## src/spp_pkg.sv

```systemverilog
// spp_pkg: constants, register map and carrier types for the shared-pin parallel port
// assumes a 32-bit apb slave, 16 pins per port and 24 change-notification inputs
package spp_pkg;
  localparam int PINS = 16;
  localparam int CHG_PINS = 24;
  localparam logic [PINS-1:0] IMPL_MASK = 16'hFFFF;
  localparam logic [PINS-1:0] ANALOG_CAPABLE = 16'hFFFF;
  // register byte offsets
  localparam logic [5:0] OFF_DIR = 6'h00;
  localparam logic [5:0] OFF_PIN = 6'h04;
  localparam logic [5:0] OFF_LAT = 6'h08;
  localparam logic [5:0] OFF_ODC = 6'h0C;
  localparam logic [5:0] OFF_AN1 = 6'h10;
  localparam logic [5:0] OFF_AN2 = 6'h14;
  localparam logic [5:0] OFF_CIE = 6'h18;
  localparam logic [5:0] OFF_CPU = 6'h1C;
  localparam logic [5:0] OFF_CPD = 6'h20;
  // reset values
  localparam logic [PINS-1:0] RST_DIR = 16'hFFFF;
  localparam logic [PINS-1:0] RST_LAT = 16'h0000;
  localparam logic [PINS-1:0] RST_ODC = 16'h0000;
  localparam logic [PINS-1:0] RST_AN = ~ANALOG_CAPABLE;
  localparam logic [CHG_PINS-1:0] RST_CHG = 24'h000000;
  // peripheral side of each pin
  typedef struct packed {
    logic [PINS-1:0] enable;
    logic [PINS-1:0] drive;
    logic [PINS-1:0] value;
  } spp_periph_type;
  // pad side of each pin
  typedef struct packed {
    logic [PINS-1:0] out;
    logic [PINS-1:0] oe;
  } spp_pad_type;
endpackage

```

## src/spp_port.sv

```systemverilog
// spp_port: one 16-pin parallel port with analog gating and change notification
// assumes an apb master on clk; pads resolve out/oe externally
`default_nettype none
module spp_port (
  // clock and reset
  input wire logic clk,
  input wire logic rst_b,
  // apb slave
  input wire logic psel,
  input wire logic penable,
  input wire logic pwrite,
  input wire logic [5:0] paddr,
  input wire logic [31:0] pwdata,
  output logic [31:0] prdata,
  output logic pready,
  output logic pslverr,
  // pads
  input wire logic [15:0] padIn,
  output spp_pkg::spp_pad_type pad,
  output logic [15:0] pullupEn,
  // change-notification pins and request
  input wire logic [23:0] chgIn,
  output logic chgReq,
  output logic chgWake,
  // shared peripherals
  input wire spp_pkg::spp_periph_type periph,
  output logic [15:0] periphIn
);
  logic [15:0] dir_r, lat_r, odc_r, an1_r, an2_r;
  logic [23:0] cie_r, cpu_r, pend_r, pend_nxt, prev_r;
  logic [15:0] s1_r, s2_r, s3_r, pinSync_r;
  logic [23:0] c1_r, c2_r, c3_r, chgSync_r;
  logic [23:0] prevRaw_r;
  logic [15:0] analog, portDrive, drvVal, drvOe, pinRead;
  logic wrEn, rdEn, hit;
  logic [15:0] wd16;
  logic [23:0] diff, clrMask;
  logic [31:0] rdMux;
  logic [15:0] ownMask;
  logic wrDir, wrLat, wrOdc, wrAn1, wrAn2, wrCie, wrCpu, wrCpd;

  // apb decode: zero-wait slave, errors on unmapped offsets
  assign wrEn = psel & penable & pwrite;
  assign rdEn = psel & ~pwrite;
  assign wd16 = pwdata[15:0] & spp_pkg::IMPL_MASK;
  assign hit = paddr inside {spp_pkg::OFF_DIR, spp_pkg::OFF_PIN, spp_pkg::OFF_LAT,
    spp_pkg::OFF_ODC, spp_pkg::OFF_AN1, spp_pkg::OFF_AN2, spp_pkg::OFF_CIE,
    spp_pkg::OFF_CPU, spp_pkg::OFF_CPD};
  assign pready = 1'b1;
  assign pslverr = psel & penable & ~hit;

  // analog if either converter clears its select bit
  assign analog = ~(an1_r & an2_r) & spp_pkg::ANALOG_CAPABLE;

  // one strobe per register so each register block below stays short
  assign wrDir = wrEn && (paddr == spp_pkg::OFF_DIR);
  // both latch and pin offsets write the latch
  assign wrLat = wrEn && (paddr == spp_pkg::OFF_LAT || paddr == spp_pkg::OFF_PIN);
  assign wrOdc = wrEn && (paddr == spp_pkg::OFF_ODC);
  assign wrAn1 = wrEn && (paddr == spp_pkg::OFF_AN1);
  assign wrAn2 = wrEn && (paddr == spp_pkg::OFF_AN2);
  assign wrCie = wrEn && (paddr == spp_pkg::OFF_CIE);
  assign wrCpu = wrEn && (paddr == spp_pkg::OFF_CPU);
  assign wrCpd = wrEn && (paddr == spp_pkg::OFF_CPD);

  // direction; every reset makes all pins inputs
  always_ff @(posedge clk or negedge rst_b) begin
    if (!rst_b) begin
      dir_r <= spp_pkg::RST_DIR;
    end else if (wrDir) begin
      dir_r <= wd16 | ~spp_pkg::IMPL_MASK;
    end
  end

  // output latch, written from either the latch or the pin offset
  always_ff @(posedge clk or negedge rst_b) begin
    if (!rst_b) begin
      lat_r <= spp_pkg::RST_LAT;
    end else if (wrLat) begin
      lat_r <= wd16;
    end
  end

  // open-drain selects
  always_ff @(posedge clk or negedge rst_b) begin
    if (!rst_b) begin
      odc_r <= spp_pkg::RST_ODC;
    end else if (wrOdc) begin
      odc_r <= wd16;
    end
  end

  // first converter's analog selects; pins without analog use stay digital
  always_ff @(posedge clk or negedge rst_b) begin
    if (!rst_b) begin
      an1_r <= spp_pkg::RST_AN;
    end else if (wrAn1) begin
      an1_r <= pwdata[15:0] | ~spp_pkg::ANALOG_CAPABLE;
    end
  end

  // second converter's analog selects
  always_ff @(posedge clk or negedge rst_b) begin
    if (!rst_b) begin
      an2_r <= spp_pkg::RST_AN;
    end else if (wrAn2) begin
      an2_r <= pwdata[15:0] | ~spp_pkg::ANALOG_CAPABLE;
    end
  end

  // change-interrupt enables, one per change input
  always_ff @(posedge clk or negedge rst_b) begin
    if (!rst_b) begin
      cie_r <= spp_pkg::RST_CHG;
    end else if (wrCie) begin
      cie_r <= pwdata[23:0];
    end
  end

  // weak pull-up enables
  always_ff @(posedge clk or negedge rst_b) begin
    if (!rst_b) begin
      cpu_r <= spp_pkg::RST_CHG;
    end else if (wrCpu) begin
      cpu_r <= pwdata[23:0];
    end
  end

  // three-stage synchronisers; a change counts once stages two and three agree
  always_ff @(posedge clk or negedge rst_b) begin
    if (!rst_b) begin
      s1_r <= 16'h0000;
      s2_r <= 16'h0000;
      s3_r <= 16'h0000;
      pinSync_r <= 16'h0000;
      c1_r <= 24'h000000;
      c2_r <= 24'h000000;
      c3_r <= 24'h000000;
      chgSync_r <= 24'h000000;
    end else begin
      s1_r <= padIn;
      s2_r <= s1_r;
      s3_r <= s2_r;
      pinSync_r <= (s2_r == s3_r) ? s3_r : pinSync_r;
      c1_r <= chgIn;
      c2_r <= c1_r;
      c3_r <= c2_r;
      // take stage three only where it agrees with stage two, else hold
      chgSync_r <= (~(c2_r ^ c3_r) & c3_r) | ((c2_r ^ c3_r) & chgSync_r);
    end
  end

  // output ownership: active peripheral wins, otherwise the port by direction
  assign ownMask = periph.enable & periph.drive;
  assign portDrive = ~dir_r & ~ownMask & spp_pkg::IMPL_MASK;
  // per-bit select: a whole-vector choice would hand every pin to the peripherals
  assign drvVal = (ownMask & periph.value) | (~ownMask & lat_r);
  // open drain: a high value releases the pin instead of driving it
  assign drvOe = (portDrive | (periph.enable & periph.drive)) & ~(odc_r & drvVal);
  assign pad.out = drvVal & ~odc_r;
  assign pad.oe = drvOe;
  // peripheral input only from the pin, zero while the port itself drives it
  assign periphIn = pinSync_r & ~portDrive & ~analog;
  assign pinRead = pinSync_r & ~analog & spp_pkg::IMPL_MASK;
  assign pullupEn = cpu_r[15:0] & spp_pkg::IMPL_MASK;

  // change detect on captured levels; pending stays until written one to clear
  assign diff = (chgSync_r ^ prev_r) & cie_r;
  assign clrMask = (wrEn && paddr == spp_pkg::OFF_CPD) ? pwdata[23:0] : 24'h000000;
  assign pend_nxt = (pend_r & ~clrMask) | diff; // set wins over clear
  always_ff @(posedge clk or negedge rst_b) begin
    if (!rst_b) begin
      prev_r <= 24'h000000;
      pend_r <= 24'h000000;
      prevRaw_r <= 24'h000000;
    end else begin
      prev_r <= chgSync_r;
      pend_r <= pend_nxt;
      prevRaw_r <= chgSync_r;
    end
  end
  assign chgReq = |pend_r;
  // clockless wake path: raw pin against last captured level, no clock needed
  assign chgWake = |((chgIn ^ prevRaw_r) & cie_r);

  // read mux, registered-free for a zero-wait answer
  always_comb begin
    rdMux = 32'h00000000;
    unique case (paddr)
      spp_pkg::OFF_DIR: rdMux = {16'h0000, dir_r & spp_pkg::IMPL_MASK};
      spp_pkg::OFF_PIN: rdMux = {16'h0000, pinRead};
      spp_pkg::OFF_LAT: rdMux = {16'h0000, lat_r};
      spp_pkg::OFF_ODC: rdMux = {16'h0000, odc_r};
      spp_pkg::OFF_AN1: rdMux = {16'h0000, an1_r};
      spp_pkg::OFF_AN2: rdMux = {16'h0000, an2_r};
      spp_pkg::OFF_CIE: rdMux = {8'h00, cie_r};
      spp_pkg::OFF_CPU: rdMux = {8'h00, cpu_r};
      spp_pkg::OFF_CPD: rdMux = {8'h00, pend_r};
      default: rdMux = 32'h00000000;
    endcase
  end
  assign prdata = rdEn ? rdMux : 32'h00000000;
endmodule
`default_nettype wire

```

## config.mk

```make
export PLATFORM = sky130hd
export DESIGN_NAME = spp_port
export DESIGN_NICKNAME = d
export VERILOG_FILES = /design/src/spp_pkg.sv /design/src/spp_port.sv
export SDC_FILE = /design/constraint.sdc
export NUM_CORES = 1
export LEC_CHECK = 0
export BUFFER_PORTS_ARGS = -buffer_cell sky130_fd_sc_hd__buf_2
export CELL_PAD_IN_SITES_DETAIL_PLACEMENT = 0
export CELL_PAD_IN_SITES_GLOBAL_PLACEMENT = 1
export CORE_ASPECT_RATIO = 2
export CORE_MARGIN = 1.5
export CORE_UTILIZATION = 40
export CTS_CLUSTER_DIAMETER = 150
export DETAILED_ROUTE_END_ITERATION = 8
export PLACE_DENSITY_LB_ADDON = 0.08
export SYNTH_ARGS = -nofsm -noshare
export SYNTH_HDL_FRONTEND = slang
export SYNTH_SLANG_ARGS = --single-unit
```

## constraint.sdc

```tcl
create_clock -name clk -period 2.3 [get_ports clk]
set_input_delay 0.115 -clock clk [delete_from_list [all_inputs] [get_ports clk]]
set_output_delay 0.115 -clock clk [all_outputs]
set_load 0.01 [all_outputs]
```

### Word level (Yosys, flattened, before mapping)

Cells that the tools add are included.

* bits in registers: 336
* output and inout bits: 100
* logic and storage cells: 80

* equality and inequality tests: 9
* multiplexer cells: 3
* bitwise logic cells: 38
* reduce and logical (&&, ||, !) cells: 13

Operators with widths (number)
* 24-bit one-hot mux with 9 select lines: 1
* 16-bit bitwise AND: 11
* 24-bit bitwise AND: 5
* 16-bit NOT: 7
* 24-bit bitwise XOR: 3
* 24-bit 2-to-1 mux: 2
* 24-bit NOT: 2
* 24-bit OR: 2
* 24-bit OR reduction: 2
* 16-bit OR: 2
* 6-bit by 5-bit == test with 1-bit output (second input constant): 4
* 16-bit == test: 1
* 6-bit by 4-bit == test with 1-bit output (second input constant): 2
* 9-bit nonzero test: 1
* 1-bit logical AND: 8
* 6-bit by 3-bit == test with 1-bit output (second input constant): 1
* 6-bit == test (second input constant): 1
* 6-bit zero test: 1
* 1-bit bitwise AND: 4
* 1-bit NOT: 2
* 1-bit logical OR: 1

### Depth between registers and ports, before layout

* depth in word-level cells: 7
* gate-level depth with buffers: 8
* depth with buffers taken out: 4

### Least setup slack after synthesis

OpenSTA, ideal clock, no wires.

* path kind: register to register
* start: register s3_r[6]
* end: register pinSync_r[10]
* setup time: 0.125 ns
* arrival time: 1.838 ns
* data required time: 2.175 ns
* setup slack: 0.338 ns
* cell stages (with the launch flop): 6
* clock period less this slack: 1.962 ns
* cell sequence: dfrtp_1 -> xnor2_1 -> nand4_1 -> nor4_2 -> buf_2 -> mux2_2

* cells in the longest elaborated chain, start to end: 1

Ends and longest elaborated chain
* start: declaration: RTL line spp_port.sv:31 `logic [15:0] s1_r, s2_r, s3_r, pinSync_r;`
* start signal: assignment: RTL line spp_port.sv:143 `s3_r <= s2_r;`
* 16-bit == test: RTL line spp_port.sv:144 `pinSync_r <= (s2_r == s3_r) ? s3_r : pinSync_r;`
* end signal: assignment: RTL line spp_port.sv:144
* end: declaration: RTL line spp_port.sv:31

Every way passes these cells.
A chain may end at the register's enable or synchronous reset.

==> qor.yml <==
synth_xor_xnor_area_share_pct: 4.00
place_area_sq_um: 15800
cts_buffer_depth: 3
p_per_area_nw_per_um2: 783
critPathLaunchType: "register"
design_area_sq_um: 17600
syn2layout_area_growth_pct: 25.3
drv_slew: 0
whs_ns: 0.0890
io_buffers: 213
drt_first_pass_iters: 7
clock-sinks: 336
avgViaCountPerCell: 5.27
ios: 231
synth_top_family_by_area: "multiplexers"
clock-root-buffer: "clkbuf_16"
cp_max_fo: 2
synth.distinct_cells: 52
diodes: 0
hold_viol: 0
synth-simple-area-share_pct: 7.25
fin_ws_ns: 0.0461
rrSetupSlack_ns: 0.30
post-place-ws_ns: 0.233
clk_latency_ns: 0.57
yosysTopAreaCell: "dfrtp_1"
leakagePower_nw: 8.20
rsz0062_at_grt: "true"
yosysMostFrequentCell: "dfrtp_1"
grt_max_degree: 75
ys_warn_count: 0
initial_core_util_pct: 40.8
drive_gt1_share_pct: 36.8
gr-usage-all-layers_pct: 22.6
core_sq_um: 34400
worstPathRequired_ns: 2.18
wl_per_cell_um: 22.1
cp-end-kind: "primary output"
wirelength_um: 40300
ys_top_cells_by_area: "dfrtp_1 (57%), mux2_2 (11%), dfstp_2 (3.0%), xor2_1 (3.0%), a21oi_1 (2.1%)"
multiInputGateArea_sq_um: 5230
gp_congestion: 0.829
ys.flop_type: "dfrtp_1"
fin_crit_sh_pct: 98.0
synth_async_sr_flop_share_pct: 100
nets: 1489
die_y_um: 268
tightest_slew_ns: 0.534
vdd_drop_max_mv: 0.607
synth-compound-area-share_pct: 8.72
seqCellArea_sq_um: 8430
fmax_mhz: 444
tritoncts: "built"
relSlewSlack_pct: 64.4
fin_skew_ns: 0.0103
die-area_sq_um: 36200
syn_area_per_cell_sq_um: 13.4
cts_buffers: 31
path_clk_slew_ns: 0.07
critPathKind: "reg2out"
finalPower_mw: 13.7
outcome: "finished, final reports clean"
overflow: 0
fin_crit_ns: 2.25
grt_pass1_vias: 9962
syn_inst: 1044
cts-htree-levels: 1
synth_common_cells: "dfrtp_1 (320), mux2_2 (140), nand2_1 (71)"
synth-seq-cells: 336
dp_hpwl_um: 29500
min_path_type: "in2async"
muxShareOfSynthArea_pct: 15.2
antenna_found_initial: 0
rows: 96
ant_nets: 0
die-width_um: 135
drt_iter0_drc: 498
finalSetupViolCount: 0
yosysSeqAreaShare_pct: 60.2
synth_edf_count: 0
vias: 9612
cp_data_arrival_time_ns: 2.14
syn-cell-area_sq_um: 14000
synthAdderAreaFrac_pct: 1.71
drv_cap: 0
drc_errors: 0
synth_top_area_share_pct: 57.2
fillCellCount: 3162
grt_pass1_wl_um: 60400
[sequential cells by signal (all words and copies together) (netlist names), named ones only]
| register | count |
|---|---|
| dir_r | 16 |
| pend_r | 24 |
| odc_r | 16 |
| an1_r | 16 |
| s2_r | 16 |
| c2_r | 24 |
| cie_r | 24 |
| lat_r | 16 |
| c3_r | 24 |
| s3_r | 16 |
| c1_r | 24 |
| prev_r | 24 |
| s1_r | 16 |
| pinSync_r | 16 |
| cpu_r | 24 |
| an2_r | 16 |
[area by class of cell]
type | count | area share (%)
clock inverter | 15 | 0.955
multi-input combinational | 655 | 29.8
tap | 441 | 3.14
timing repair buffer | 333 | 12.9
inverter | 1 | 0.0214
clock buffer | 42 | 5.11
sequential | 336 | 48.0
[metal layers]
metal / vias to the layer above / GRT usage [%] / part of all wire, %
met3: 68 / 2.20 / 3.7
met1: 4889 / 27.3 / 40
li1: 4407 / - / -
met5: - / 0 / 0
met4: 0 / 8.20 / 3.4
met2: 248 / 41.4 / 53
[worst max-delay path, stage by stage, from the launching register on]
cell and delay [ns]:
dfrtp_1 0.41, xor2_2 0.18, a22oi_2 0.17, buf_4 0.16, nand4_1 0.15, or3_4 0.37, buf_6 0.13
[what timing repair did]
item,in CTS,in global routing
hold buffers,65,0
pin swaps,3,5
hold endpoints to repair,437,0
endpoints found under the setup margin,1,1
buffers inserted,0,2
resized for setup,1,5
[cells by family (layout without fill, tap and decap cells)]
kind of cell    after synthesis  after routing
compound gates              174            174
xor+xnor                     64             64
fa+ha+maj                    24             24
buf+inv                      60            391
flops                       336            336
mux                         188            188
other cells                   2              9
simple gates                196            196
[placed cells by master, fill, tap and decap left out, types with 25 or more instances in the layout]
master | synthesis | final
a21oi_1 | 58 | 58
buf_4 | 29 | 45
nand2_1 | 71 | 71
clkbuf_16 | 0 | 31
xor2_1 | 48 | 47
dlygate4sd3_1 | 0 | 65
mux2i_1 | 25 | 25
dfrtp_1 | 320 | 320
nor2_1 | 30 | 30
buf_2 | 14 | 211
mux2_2 | 140 | 140
[stage by stage]
stage	util, %	cells	TNS [ns]
global placement	46.0	1699	0
global route	51.1	1823	-0.0487
finish	51.1	1823	0
floorplan	-	1051	0
detailed placement	46.0	1699	0
CTS	51.0	1821	-0.0821
[final timing paths]
kind,cells past startpoint,startpoint,endpoint
worst max-delay path,6,prev_r[5],chgWake
worst min-delay path,2,rst_b,s3_r[4]
worst max register to register,5,s3_r[4],pinSync_r[11]
worst min register to register,0,c1_r[10],c2_r[10]
max in group asynchronous,3,rst_b,dir_r[8]
min in group clk,2,padIn[5],s1_r[5]
[power by group]
part           internal, mW  switching (mW)
sequential             6.43           0.513
combinational         0.737           0.673
clock                  3.08            2.32
Power figures use the tool's default switching activity.
